--- src/logic/rlr_pkg.sv ---
/*
  Constants, encodings and register map of the rotate unit.
  Assumes one T-state per clock of the CPU clock.
*/
package rlr_pkg;

  // Opcode bytes
  localparam logic [7:0] OPC_ACC_RLC = 8'h07;
  localparam logic [7:0] OPC_ACC_RL  = 8'h17;
  localparam logic [7:0] OPC_ACC_RRC = 8'h0f;
  localparam logic [7:0] OPC_ACC_RR  = 8'h1f;
  localparam logic [7:0] PFX_BIT     = 8'hcb;
  localparam logic [7:0] PFX_IDX1    = 8'hdd;
  localparam logic [7:0] PFX_IDX2    = 8'hfd;
  localparam logic [7:0] OPC_MEM_RLC = 8'h06;

  // Register select codes of the prefixed form
  localparam logic [2:0] REG_MEM_CODE = 3'h6;
  localparam logic [2:0] REG_A        = 3'h7;

  // Flag bit positions
  localparam int FLG_S  = 7;
  localparam int FLG_Z  = 6;
  localparam int FLG_H  = 4;
  localparam int FLG_PV = 2;
  localparam int FLG_N  = 1;
  localparam int FLG_C  = 0;

  // T-states per machine cycle kind
  localparam logic [2:0] TS_FETCH  = 3'h4;
  localparam logic [2:0] TS_DISP   = 3'h3;
  localparam logic [2:0] TS_IDX_OP = 3'h5;
  localparam logic [2:0] TS_MEM_RD = 3'h4;
  localparam logic [2:0] TS_MEM_WR = 3'h3;

  // APB byte offsets
  localparam logic [7:0] ADDR_CTRL   = 8'h00;
  localparam logic [7:0] ADDR_STATUS = 8'h04;
  localparam logic [7:0] ADDR_ACC_F  = 8'h08;
  localparam logic [7:0] ADDR_BCDE   = 8'h0c;
  localparam logic [7:0] ADDR_PTR    = 8'h10;
  localparam logic [7:0] ADDR_IDX1   = 8'h14;
  localparam logic [7:0] ADDR_IDX2   = 8'h18;
  localparam logic [7:0] ADDR_PC     = 8'h1c;

  // Control and status fields
  localparam int CTRL_RUN_BIT   = 0;
  localparam int CTRL_ERR_BIT   = 1;
  localparam int STAT_T_LSB     = 0;
  localparam int STAT_M_LSB     = 8;
  localparam int STAT_ERR_BIT   = 12;
  localparam int STAT_BUSY_BIT  = 13;

  // Values after reset
  localparam logic [7:0]  REG_RST = 8'h00;
  localparam logic [7:0]  FLG_RST = 8'h00;
  localparam logic [15:0] PC_RST  = 16'h0000;
  localparam logic [15:0] IDX_RST = 16'h0000;

  typedef enum logic [2:0] {
    OP_RLCA = 3'b000,
    OP_RLA  = 3'b001,
    OP_ACC_ROTATE_RIGHT_CIRCULAR = 3'b010,
    OP_RRA  = 3'b011,
    OP_RLC  = 3'b100
  } rlr_op_e;

  typedef enum logic [2:0] {
    ST_IDLE     = 3'b000,
    ST_FETCH    = 3'b001,
    ST_CB_OP    = 3'b010,
    ST_IDX_CB   = 3'b011,
    ST_IDX_DISP = 3'b100,
    ST_IDX_OP   = 3'b101,
    ST_MEM_RD   = 3'b110,
    ST_MEM_WR   = 3'b111
  } rlr_state_e;

endpackage : rlr_pkg

--- src/logic/rlr_rot_alu.sv ---
/*
  Combinational rotate datapath with flag update.
  Assumes the caller holds operand and old flags stable for the cycle used.
*/
`timescale 1ns/100ps
`default_nettype none
module rlr_rot_alu
  import rlr_pkg::*;
(
  input  wire rlr_op_e    op_i,     // Rotate kind
  input  wire logic [7:0] data_i,   // Operand byte
  input  wire logic [7:0] flags_i,  // Flags before
  output logic      [7:0] res_o,    // Rotated byte
  output logic      [7:0] flags_o   // Flags after
);

  always_comb begin
    res_o   = data_i;
    flags_o = flags_i;
    unique case (op_i)
      OP_RLCA: begin
        res_o          = {data_i[6:0], data_i[7]};
        flags_o[FLG_C] = data_i[7];
      end
      OP_RLA: begin
        res_o          = {data_i[6:0], flags_i[FLG_C]}; // [RQ1]
        flags_o[FLG_C] = data_i[7];                     // [RQ1]
      end
      OP_ACC_ROTATE_RIGHT_CIRCULAR: begin
        res_o          = {data_i[0], data_i[7:1]};      // [RQ12]
        flags_o[FLG_C] = data_i[0];                     // [RQ3]
      end
      OP_RRA: begin
        res_o          = {flags_i[FLG_C], data_i[7:1]}; // [RQ2]
        flags_o[FLG_C] = data_i[0];                     // [RQ3]
      end
      OP_RLC: begin
        res_o           = {data_i[6:0], data_i[7]};     // [RQ6]
        flags_o[FLG_C]  = data_i[7];                    // [RQ6]
        flags_o[FLG_S]  = data_i[6];                    // [RQ7]
        flags_o[FLG_Z]  = (data_i == 8'h00);            // [RQ7]
        flags_o[FLG_PV] = ~^data_i;                     // [RQ7]
      end
      default: begin
        res_o = data_i;
      end
    endcase
    // S, Z and P/V stay for accumulator forms; H and N always clear
    flags_o[FLG_H] = 1'b0; // [RQ4] [RQ7]
    flags_o[FLG_N] = 1'b0; // [RQ4] [RQ7]
  end

endmodule : rlr_rot_alu
`default_nettype wire

--- src/logic/rlr_mcycle_timer.sv ---
/*
  Machine-cycle timer: counts down the T-states of the current cycle.
  Assumes load_i is only raised while last_o is high.
*/
`timescale 1ns/100ps
`default_nettype none
module rlr_mcycle_timer
  import rlr_pkg::*;
(
  input  wire logic       mclk_i,   // CPU clock, one T-state
  input  wire logic       rst_b_i,  // Async reset, active low
  input  wire logic       load_i,   // Start a new machine cycle
  input  wire logic [2:0] len_i,    // T-states of that cycle
  output logic            last_o    // Final T-state of cycle
);

  logic [2:0] cnt_reg;

  always_ff @(posedge mclk_i or negedge rst_b_i) begin
    if (!rst_b_i) begin
      cnt_reg <= 3'h0;
    end else if (load_i) begin
      cnt_reg <= len_i - 3'h1;
    end else if (cnt_reg != 3'h0) begin
      cnt_reg <= cnt_reg - 3'h1;
    end
  end

  assign last_o = (cnt_reg == 3'h0);

endmodule : rlr_mcycle_timer
`default_nettype wire

--- src/logic/rlr_unit.sv ---
/*
  Rotate unit: fetches and executes the accumulator rotates and the
  prefixed circular left rotate on a register, on memory at the pointer
  pair, or on memory at an index register plus displacement.
  Assumes a memory that returns read data by the last T-state of a read
  cycle and takes write data during the write cycle; APB slave for
  software access to registers and control.
*/
// Function
// [RQ1] Opcode 17 rotates A left through carry
// [RQ2] Right through carry: old carry into bit7
// [RQ3] Both accumulator right rotates: carry gets bit0
// [RQ4] Accumulator rotates keep S Z PV, clear H N
// [RQ5] CB then 00000rrr rotates selected register
// [RQ6] Circular left: bit7 to carry and bit0
// [RQ7] Prefixed form sets S Z parity, clears H N
// [RQ8] CB 06 rotates memory at pointer pair
// [RQ9] DD CB d 06 uses first index plus d
// [RQ10] FD CB d 06 uses second index plus d
// [RQ11] Indexed form takes 4,4,3,5,4,3 T-states
// [RQ12] Circular right copies bit0; accumulator forms 4T
`timescale 1ns/100ps
`default_nettype none
module rlr_unit
  import rlr_pkg::*;
(
  input  wire logic        mclk_i,       // CPU clock, 10 MHz
  input  wire logic        rst_b_i,      // Async reset, active low
  input  wire logic        psel_i,       // APB select
  input  wire logic        penable_i,    // APB enable
  input  wire logic        pwrite_i,     // APB direction
  input  wire logic [7:0]  paddr_i,      // APB byte address
  input  wire logic [31:0] pwdata_i,     // APB write data
  output logic      [31:0] prdata_o,     // APB read data
  output logic             pready_o,     // APB ready
  output logic             pslverr_o,    // APB error
  input  wire logic [7:0]  mem_rdata_i,  // Memory read data
  output logic      [15:0] mem_addr_o,   // Memory address
  output logic             mem_rd_o,     // Read cycle level
  output logic             mem_wr_o,     // Write cycle level
  output logic      [7:0]  mem_wdata_o,  // Memory write data
  output logic             done_o        // Instruction end pulse
);

  rlr_state_e  st_reg;
  rlr_state_e  st_next;
  logic [7:0]  regs_reg [0:7];
  logic [7:0]  flags_reg;
  logic [15:0] pc_reg;
  logic [15:0] idx1_reg;
  logic [15:0] idx2_reg;
  logic        use_idx2_reg;
  logic [7:0]  disp_reg;
  logic [7:0]  op2_reg;
  logic        run_reg;
  logic        err_reg;
  logic [2:0]  m_acc_reg;
  logic [4:0]  t_acc_reg;
  logic [2:0]  last_m_reg;
  logic [4:0]  last_t_reg;
  logic [15:0] mem_addr_reg;
  logic        mem_rd_reg;
  logic        mem_wr_reg;
  logic [7:0]  mem_wdata_reg;
  logic        done_reg;
  logic [31:0] prdata_reg;
  logic        pready_reg;
  logic        pslverr_reg;

  logic        mlast;
  logic        tload;
  logic [2:0]  len_next;
  logic [15:0] addr_next;
  logic        rd_next;
  logic        wr_next;
  logic        pc_inc;
  logic        fin;
  logic        unsup;
  logic        acc_exec;
  logic        reg_exec;
  logic        mem_exec;
  logic        disp_ld;
  logic        idx_ld;
  logic        idx_sel;
  rlr_op_e     alu_op;
  logic [7:0]  alu_in;
  logic [7:0]  alu_res;
  logic [7:0]  alu_flags;
  logic [15:0] ptr_pair;
  logic [15:0] idx_addr;
  logic        apb_setup;
  logic        apb_wr;
  logic [31:0] rd_mux;
  logic        addr_ok;

  assign ptr_pair = {regs_reg[4], regs_reg[5]};
  assign idx_addr = (use_idx2_reg ? idx2_reg : idx1_reg)
                  + {{8{disp_reg[7]}}, disp_reg};

  rlr_mcycle_timer u_timer (
    .mclk_i  (mclk_i),
    .rst_b_i (rst_b_i),
    .load_i  (tload),
    .len_i   (len_next),
    .last_o  (mlast)
  );

  rlr_rot_alu u_alu (
    .op_i    (alu_op),
    .data_i  (alu_in),
    .flags_i (flags_reg),
    .res_o   (alu_res),
    .flags_o (alu_flags)
  );

  // Sequencer: chooses the next machine cycle at the last T-state
  always_comb begin
    st_next   = st_reg;
    len_next  = TS_FETCH;
    addr_next = pc_reg;
    rd_next   = 1'b1;
    wr_next   = 1'b0;
    pc_inc    = 1'b0;
    fin       = 1'b0;
    unsup     = 1'b0;
    acc_exec  = 1'b0;
    reg_exec  = 1'b0;
    mem_exec  = 1'b0;
    disp_ld   = 1'b0;
    idx_ld    = 1'b0;
    idx_sel   = 1'b0;
    alu_op    = OP_RLC;
    alu_in    = mem_rdata_i;
    unique case (st_reg)
      ST_IDLE: begin
        if (run_reg) begin
          st_next = ST_FETCH;
        end else begin
          rd_next = 1'b0;
        end
      end
      ST_FETCH: begin
        pc_inc = 1'b1;
        alu_in = regs_reg[REG_A];
        if (mem_rdata_i == OPC_ACC_RLC) begin
          alu_op   = OP_RLCA;
          acc_exec = 1'b1;
        end else if (mem_rdata_i == OPC_ACC_RL) begin
          alu_op   = OP_RLA;                     // [RQ1]
          acc_exec = 1'b1;
        end else if (mem_rdata_i == OPC_ACC_RRC) begin
          alu_op   = OP_ACC_ROTATE_RIGHT_CIRCULAR;                    // [RQ3]
          acc_exec = 1'b1;
        end else if (mem_rdata_i == OPC_ACC_RR) begin
          alu_op   = OP_RRA;                     // [RQ2]
          acc_exec = 1'b1;
        end else if (mem_rdata_i == PFX_BIT) begin
          st_next = ST_CB_OP;
        end else if (mem_rdata_i == PFX_IDX1) begin
          st_next = ST_IDX_CB;                   // [RQ9]
          idx_ld  = 1'b1;
        end else if (mem_rdata_i == PFX_IDX2) begin
          st_next = ST_IDX_CB;                   // [RQ10]
          idx_ld  = 1'b1;
          idx_sel = 1'b1;
        end else begin
          unsup = 1'b1;
        end
        fin = acc_exec;                          // [RQ12]
      end
      ST_CB_OP: begin
        pc_inc = 1'b1;
        alu_in = regs_reg[mem_rdata_i[2:0]];
        if (mem_rdata_i == OPC_MEM_RLC) begin
          st_next   = ST_MEM_RD;                 // [RQ8]
          len_next  = TS_MEM_RD;
          addr_next = ptr_pair;                  // [RQ8]
        end else if (mem_rdata_i[7:3] == 5'h00) begin
          reg_exec = 1'b1;                       // [RQ5]
          fin      = 1'b1;
        end else begin
          unsup = 1'b1;
        end
      end
      ST_IDX_CB: begin
        pc_inc = 1'b1;
        if (mem_rdata_i == PFX_BIT) begin
          st_next  = ST_IDX_DISP;
          len_next = TS_DISP;                    // [RQ11]
        end else begin
          unsup = 1'b1;
        end
      end
      ST_IDX_DISP: begin
        pc_inc   = 1'b1;
        disp_ld  = 1'b1;
        st_next  = ST_IDX_OP;
        len_next = TS_IDX_OP;                    // [RQ11]
      end
      ST_IDX_OP: begin
        pc_inc = 1'b1;
        if (mem_rdata_i == OPC_MEM_RLC) begin
          st_next   = ST_MEM_RD;
          len_next  = TS_MEM_RD;                 // [RQ11]
          addr_next = idx_addr;                  // [RQ9] [RQ10]
        end else begin
          unsup = 1'b1;
        end
      end
      ST_MEM_RD: begin
        mem_exec  = 1'b1;
        st_next   = ST_MEM_WR;
        len_next  = TS_MEM_WR;                   // [RQ11]
        addr_next = mem_addr_reg;                // [RQ8]
        rd_next   = 1'b0;
        wr_next   = 1'b1;
      end
      ST_MEM_WR: begin
        fin = 1'b1;
      end
    endcase
    // After an instruction, fetch again only while running
    if (fin) begin
      st_next   = run_reg ? ST_FETCH : ST_IDLE;
      len_next  = TS_FETCH;
      addr_next = pc_inc ? pc_reg + 16'h0001 : pc_reg;
      rd_next   = run_reg;
      wr_next   = 1'b0;
    end else if (pc_inc && st_next != ST_MEM_RD) begin
      addr_next = pc_reg + 16'h0001;
    end
    if (unsup) begin
      st_next = ST_IDLE;
      rd_next = 1'b0;
      wr_next = 1'b0;
    end
  end

  assign tload = mlast && (st_next != ST_IDLE);

  always_ff @(posedge mclk_i or negedge rst_b_i) begin
    if (!rst_b_i) begin
      st_reg <= ST_IDLE;
    end else if (mlast) begin
      st_reg <= st_next;
    end
  end

  // Memory cycle outputs, held for a whole machine cycle
  always_ff @(posedge mclk_i or negedge rst_b_i) begin
    if (!rst_b_i) begin
      mem_addr_reg  <= 16'h0000;
      mem_rd_reg    <= 1'b0;
      mem_wr_reg    <= 1'b0;
      mem_wdata_reg <= 8'h00;
    end else if (mlast) begin
      mem_addr_reg <= addr_next;
      mem_rd_reg   <= rd_next;
      mem_wr_reg   <= wr_next;
      if (mem_exec) begin
        mem_wdata_reg <= alu_res;               // [RQ8]
      end
    end
  end

  always_ff @(posedge mclk_i or negedge rst_b_i) begin
    if (!rst_b_i) begin
      disp_reg     <= 8'h00;
      use_idx2_reg <= 1'b0;
      op2_reg      <= 8'h00;
    end else if (mlast) begin
      if (disp_ld) begin
        disp_reg <= mem_rdata_i;                // [RQ9]
      end
      if (idx_ld) begin
        use_idx2_reg <= idx_sel;                // [RQ10]
      end
      if (st_reg == ST_CB_OP) begin
        op2_reg <= mem_rdata_i;
      end
    end
  end

  // Register file, flags and pointers; the core wins over software
  always_ff @(posedge mclk_i or negedge rst_b_i) begin
    if (!rst_b_i) begin
      for (int i = 0; i < 8; i++) begin
        regs_reg[i] <= REG_RST;
      end
      flags_reg <= FLG_RST;
      pc_reg    <= PC_RST;
      idx1_reg  <= IDX_RST;
      idx2_reg  <= IDX_RST;
    end else begin
      if (apb_wr) begin
        unique case (paddr_i)
          ADDR_ACC_F: begin
            regs_reg[REG_A] <= pwdata_i[7:0];
            flags_reg       <= pwdata_i[15:8];
          end
          ADDR_BCDE: begin
            regs_reg[0] <= pwdata_i[31:24];
            regs_reg[1] <= pwdata_i[23:16];
            regs_reg[2] <= pwdata_i[15:8];
            regs_reg[3] <= pwdata_i[7:0];
          end
          ADDR_PTR: begin
            regs_reg[4] <= pwdata_i[15:8];
            regs_reg[5] <= pwdata_i[7:0];
          end
          ADDR_IDX1: idx1_reg <= pwdata_i[15:0];
          ADDR_IDX2: idx2_reg <= pwdata_i[15:0];
          ADDR_PC:   pc_reg   <= pwdata_i[15:0];
          default: begin
          end
        endcase
      end
      if (mlast) begin
        if (pc_inc) begin
          pc_reg <= pc_reg + 16'h0001;
        end
        if (acc_exec) begin
          regs_reg[REG_A] <= alu_res;           // [RQ1] [RQ2] [RQ12]
          flags_reg       <= alu_flags;         // [RQ4]
        end
        if (reg_exec) begin
          regs_reg[mem_rdata_i[2:0]] <= alu_res; // [RQ5] [RQ6]
          flags_reg                  <= alu_flags; // [RQ7]
        end
        if (mem_exec) begin
          flags_reg <= alu_flags;               // [RQ7]
        end
      end
    end
  end

  // Run control; a stop on a foreign opcode beats a software start
  always_ff @(posedge mclk_i or negedge rst_b_i) begin
    if (!rst_b_i) begin
      run_reg <= 1'b0;
      err_reg <= 1'b0;
    end else begin
      if (apb_wr && paddr_i == ADDR_CTRL) begin
        run_reg <= pwdata_i[CTRL_RUN_BIT];
        if (pwdata_i[CTRL_ERR_BIT]) begin
          err_reg <= 1'b0;
        end
      end
      if (mlast && unsup) begin
        run_reg <= 1'b0;
        err_reg <= 1'b1;
      end
    end
  end

  // Cycle accounting of the instruction just finished
  always_ff @(posedge mclk_i or negedge rst_b_i) begin
    if (!rst_b_i) begin
      m_acc_reg  <= 3'h0;
      t_acc_reg  <= 5'h00;
      last_m_reg <= 3'h0;
      last_t_reg <= 5'h00;
      done_reg   <= 1'b0;
    end else begin
      done_reg <= mlast && fin && !unsup;
      if (st_reg == ST_IDLE || (mlast && (fin || unsup))) begin
        m_acc_reg <= 3'h0;
        t_acc_reg <= 5'h00;
      end else begin
        t_acc_reg <= t_acc_reg + 5'h01;
        if (mlast) begin
          m_acc_reg <= m_acc_reg + 3'h1;
        end
      end
      if (st_reg != ST_IDLE && mlast && fin) begin
        last_m_reg <= m_acc_reg + 3'h1;         // [RQ11]
        last_t_reg <= t_acc_reg + 5'h01;        // [RQ11]
      end
    end
  end

  // APB slave, zero wait states; read data is captured in the setup cycle
  assign apb_setup = psel_i && !penable_i && !pready_reg;
  assign apb_wr    = psel_i && penable_i && pwrite_i && pready_reg;

  always_comb begin
    rd_mux  = 32'h0000_0000;
    addr_ok = 1'b1;
    unique case (paddr_i)
      ADDR_CTRL:   rd_mux[CTRL_RUN_BIT] = run_reg;
      ADDR_STATUS: begin
        rd_mux[STAT_T_LSB +: 5]  = last_t_reg;
        rd_mux[STAT_M_LSB +: 3]  = last_m_reg;
        rd_mux[STAT_ERR_BIT]     = err_reg;
        rd_mux[STAT_BUSY_BIT]    = (st_reg != ST_IDLE);
      end
      ADDR_ACC_F:  rd_mux[15:0] = {flags_reg, regs_reg[REG_A]};
      ADDR_BCDE:   rd_mux = {regs_reg[0], regs_reg[1],
                             regs_reg[2], regs_reg[3]};
      ADDR_PTR:    rd_mux[15:0] = ptr_pair;
      ADDR_IDX1:   rd_mux[15:0] = idx1_reg;
      ADDR_IDX2:   rd_mux[15:0] = idx2_reg;
      ADDR_PC:     rd_mux[15:0] = pc_reg;
      default:     addr_ok = 1'b0;
    endcase
  end

  always_ff @(posedge mclk_i or negedge rst_b_i) begin
    if (!rst_b_i) begin
      prdata_reg  <= 32'h0000_0000;
      pready_reg  <= 1'b0;
      pslverr_reg <= 1'b0;
    end else if (apb_setup) begin
      prdata_reg  <= pwrite_i ? 32'h0000_0000 : rd_mux;
      pready_reg  <= 1'b1;
      pslverr_reg <= !addr_ok;
    end else begin
      pready_reg  <= 1'b0;
      pslverr_reg <= 1'b0;
    end
  end

  assign prdata_o    = prdata_reg;
  assign pready_o    = pready_reg;
  assign pslverr_o   = pslverr_reg;
  assign mem_addr_o  = mem_addr_reg;
  assign mem_rd_o    = mem_rd_reg;
  assign mem_wr_o    = mem_wr_reg;
  assign mem_wdata_o = mem_wdata_reg;
  assign done_o      = done_reg;

endmodule : rlr_unit
`default_nettype wire

--- config.mk ---
export PLATFORM = sky130hd
export DESIGN_NAME = rlr_unit
export DESIGN_NICKNAME = d
export VERILOG_FILES = /design/src/logic/rlr_pkg.sv /design/src/logic/rlr_rot_alu.sv /design/src/logic/rlr_mcycle_timer.sv /design/src/logic/rlr_unit.sv
export SDC_FILE = /design/constraint.sdc
export NUM_CORES = 1
export LEC_CHECK = 0
export BUFFER_PORTS_ARGS = -buffer_cell sky130_fd_sc_hd__buf_2
export CORE_ASPECT_RATIO = 0.6
export CORE_MARGIN = 1.5
export CORE_UTILIZATION = 55
export DETAILED_ROUTE_END_ITERATION = 8
export GPL_TIMING_DRIVEN = 0
export HOLD_SLACK_MARGIN = 0.06
export PLACE_DENSITY = 0.85
export SYNTH_ARGS = -nofsm -noshare
export SYNTH_HDL_FRONTEND = slang
export SYNTH_HIERARCHICAL = 1
export SYNTH_SLANG_ARGS = --single-unit
--- constraint.sdc ---
create_clock -name mclk_i -period 2.8 [get_ports mclk_i]
set_clock_uncertainty 0.1 [all_clocks]
set_input_delay 0.14 -clock mclk_i [delete_from_list [all_inputs] [get_ports mclk_i]]
set_output_delay 0.14 -clock mclk_i [all_outputs]
set_load 0.01 [all_outputs]
==> results.sh <==
export IMPL_outcome="finished, violations left"
export IMPL_violations="DRC, setup timing"
export IMPL_yosys_area_share_simple_pct=14.2
export IMPL_peakVddDrop_mv=0.487
export IMPL_clkSlewWorstSetupHoldPaths_ns=0.08
export IMPL_worstPathRequired_ns=3.17
export IMPL_start_kind="primary input"
export IMPL_vias_per_cell=7.02
export IMPL_dp_hpwl_um=40300
export IMPL_synth_top_family_by_area="compound AO/OA/AOI/OAI gates"
export IMPL_synthAdderAreaFrac_pct=2.32
export IMPL_htreeDepth=1
export IMPL_power_total_mw=10.0
export IMPL_dr_pass1_iters=9
export IMPL_grt_max_degree=114
export IMPL_min_period_ns=3.01
export IMPL_swShare_pct=36.2
export IMPL_synth_async_sr_flop_share_pct=100
export IMPL_nets=1711
export IMPL_synthXorXnorAreaFrac_pct=2.17
export IMPL_dieWidth_um=204
export IMPL_die_height_um=123
export IMPL_clock_root_buffer="clkbuf_16"
export IMPL_p_leak_nw=7.83
export IMPL_syn_avg_cell_area_um2=9.32
export IMPL_clock_sinks=214
export IMPL_cts_made_buffers=21
export IMPL_yosys_top_cells_area="dfrtp_1 40%, mux2i_1 9.3%, mux2_2 5.3%"
export IMPL_grt_pass1_vias=12700
export IMPL_dp_cells=1853
export IMPL_io_pins=114
export IMPL_cp_top_family="simple AND/OR/NAND/NOR gates"
export IMPL_wl_per_cell_um=28.2
export IMPL_p_comb_share_pct=32.7
export IMPL_syn_inst=1427
export IMPL_setup_ws_ns=-0.208
export IMPL_slew_headroom_pct=22.2
export IMPL_max_clock_path_buffers=3
export IMPL_ys_seq_area_share_pct=40.3
export IMPL_rows=43
export IMPL_pwr_share_seq_pct=35.1
export IMPL_antenna_left=0
export IMPL_synthMuxAreaShare_pct=16.2
export IMPL_syn2layout_area_growth_pct=25.3
export IMPL_layout_common_cells="208 x dfrtp_1, 136 x nand2_1, 119 x buf_2, 119 x mux2i_1, 100 x o21ai_0"
export IMPL_synth_distinct_cells=88
export IMPL_setup_viol=8
export IMPL_largest_register_ffs=40
export IMPL_postPlaceCellArea_mm2=0.0143
export IMPL_vias=13800
export IMPL_drt_wl_total_um=55500
export IMPL_yosysTopAreaCellShare_pct=40.3
export IMPL_power_switching_mw=3.62
export IMPL_nFillCells=1736
export IMPL_drive_above_1_share_pct=27.1
export IMPL_ys_flop_type="dfrtp_1"
export IMPL_slew_viol_final=0
export IMPL_synth_top_area_cell="dfrtp_1"
export IMPL_max_cap_violations=0
export IMPL_core_area_mm2=0.0234
export IMPL_final_area_mm2=0.0167
export IMPL_start_util_pct=56.8
export IMPL_path_cells="buf_2 > nor4_2 > nand3_2 > clkbuf_2 > a21oi_4 > a221oi_4 > a311oi_2 > buf_4 > mux2i_2 > ha_2 > inv_2 > or3_4 > a22oi_2"
export IMPL_powerDensity_mw_per_mm2=600
export IMPL_drtIter0Drc=2505
export IMPL_finalHoldViolations=0
export IMPL_final_cells=1965
export IMPL_worst_path_max_delay_cell="nor4_2"
export IMPL_cts_tree="yes"
export IMPL_synth_compound_area_share_pct=20.0
export IMPL_rsz0062_at_grt="yes"
export IMPL_p_clk_share_pct=32.2
export IMPL_finalCritPeriodShare_pct=107
export IMPL_critical_path_max_stage_delay_ns=0.58
export IMPL_critPathKind="in2reg"
export IMPL_io_buffers=109
export IMPL_dieArea_mm2=0.0251
export IMPL_ys_ff_latch=214
export IMPL_synth_edf_count=0
export IMPL_endpoint_kind="register"
export IMPL_intPower_mw=6.38
export IMPL_arrival_ns=3.38
export IMPL_grt_pass1_wl_um=80000
export IMPL_synth_warning_count=6
export IMPL_critPathBufInv=4
export IMPL_cp_max_fo=10
export IMPL_gp_routability_congestion=1.08
export IMPL_overflow=0
export IMPL_timing_fmax_mhz=332
export IMPL_final_common_cell="dfrtp_1"
export IMPL_antenna_found_initial=1
export IMPL_place_ws_ns=-1.16
export IMPL_worst_pin_slew_ns=1.16
export IMPL_route_detailed_drc=3
export IMPL_clock_latency_ns=0.54
export IMPL_grt_usage_pct=43.7
export IMPL_netlist_area_mm2=0.0133
export IMPL_hold_path_class="in2async"
routing by layer:
metal  GRT usage, %  up-vias  share of wire (%)
li1               -     5643                  -
met1           63.1     6688                 40
met2           55.7     1220                 37
met4           11.6        4                3.6
met5              0        -               0.20
met3           23.0      239                 19
through the flow:
step	utilization, %	setup TNS, ns	hold WS, ns
final	71.2	-0.607	0.130
after global routing	71.2	-1.33	0.131
after CTS	68.7	-0.107	0.0894
after detailed placement	61.2	-69.60	0.144
after global placement	61.0	-520.15	0.329
after floorplan	-	-0.0743	-0.256
power by group through the flow:
stage          logic (mW)  registers, mW  clock network [mW]
2_1_floorplan        1.53           3.55                   0
3_3_place_gp         2.56           3.54                   0
3_5_place_dp         2.58           3.54                   0
4_1_cts              2.86           3.49                3.22
5_1_grt              3.43           3.53                3.33
6_report             3.27           3.51                3.22
kinds of logic after synthesis:
logic type,Yosys count
AOI/OAI and AO/OA,408
xor gates and xnor gates,33
adders and majority gates,24
buffers and inverters,156
DFF,214
muxes,198
other,1
and+or+nand+nor,393
worst register-to-register path, stage by stage, from the launching register on:
cell and delay [ns]:
dfrtp_2 0.54, ha_1 0.30, nand3_1 0.21, nor3_1 0.45
clkbuf_2 0.33, nand3_1 0.20, o41ai_1 0.41, a22o_1 0.20
a21oi_1 0.06
cell usage after synthesis (4+ instances only):
master	count
mux2i_1	123
nand4_1	11
o21ai_1	8
a21oi_1	92
buf_2	11
ha_1	23
mux4_2	7
and2_1	6
clkbuf_1	90
xnor2_1	26
a22oi_1	18
buf_4	7
o32a_1	4
nor3_1	22
a211oi_1	13
or3_1	11
a21o_1	9
o21ai_0	109
a31oi_1	7
a22o_1	38
nor2_1	98
or2_2	6
nor3b_1	7
o21a_1	4
inv_1	36
dfrtp_1	214
nand2b_1	11
or4_1	5
nand3_1	29
buf_1	9
nand2_1	140
mux2_1	6
o22ai_1	32
and3_1	8
mux2_2	62
o31ai_1	8
nor4_1	9
nand3b_1	4
a222oi_1	8
xor2_1	7
nor4_2	4
o211ai_1	10
nor2b_1	6
final timing paths:
| kind | end | cells after the start | from | slack, ns |
|---|---|---|---|---|
| setup / recovery | u_timer/cnt_reg[2] | 13 | mem_rdata_i[6] | -0.21 |
| hold / removal | flags_reg[4] | 2 | rst_b_i | 0.13 |
| setup reg to reg | mem_addr_o[8] | 8 | pc_reg[0] | -0.12 |
| hold reg to reg | register | 1 | register | 0.36 |
| max in group asynchronous | use_idx2_reg | 3 | rst_b_i | 1.37 |
| min in group mclk_i | pslverr_o | 4 | paddr_i[6] | 0.13 |
layout make-up:
class / count / area [um2] / share of cell area (%)
Antenna cell: 2 / 5.00 / 0.0300
Buffer: 110 / 607 / 3.64
Clock buffer: 24 / 557 / 3.34
Clock inverter: 13 / 196 / 1.18
Inverter: 37 / 149 / 0.894
Multi-Input combinational cell: 1058 / 8030 / 48.2
Sequential cell: 214 / 5360 / 32.2
Tap cell: 315 / 394 / 2.37
Timing Repair Buffer: 192 / 1360 / 8.16
repair_timing:
item,4_1_cts,5_1_grt
hold buffers,40,0
endpoints found under the setup margin,114,111
buffers inserted,19,21
endpoints found under the hold margin,234,0
pin swaps,18,28
gates resized for setup,121,111
No activity file was read; power rests on OpenSTA's default activity.
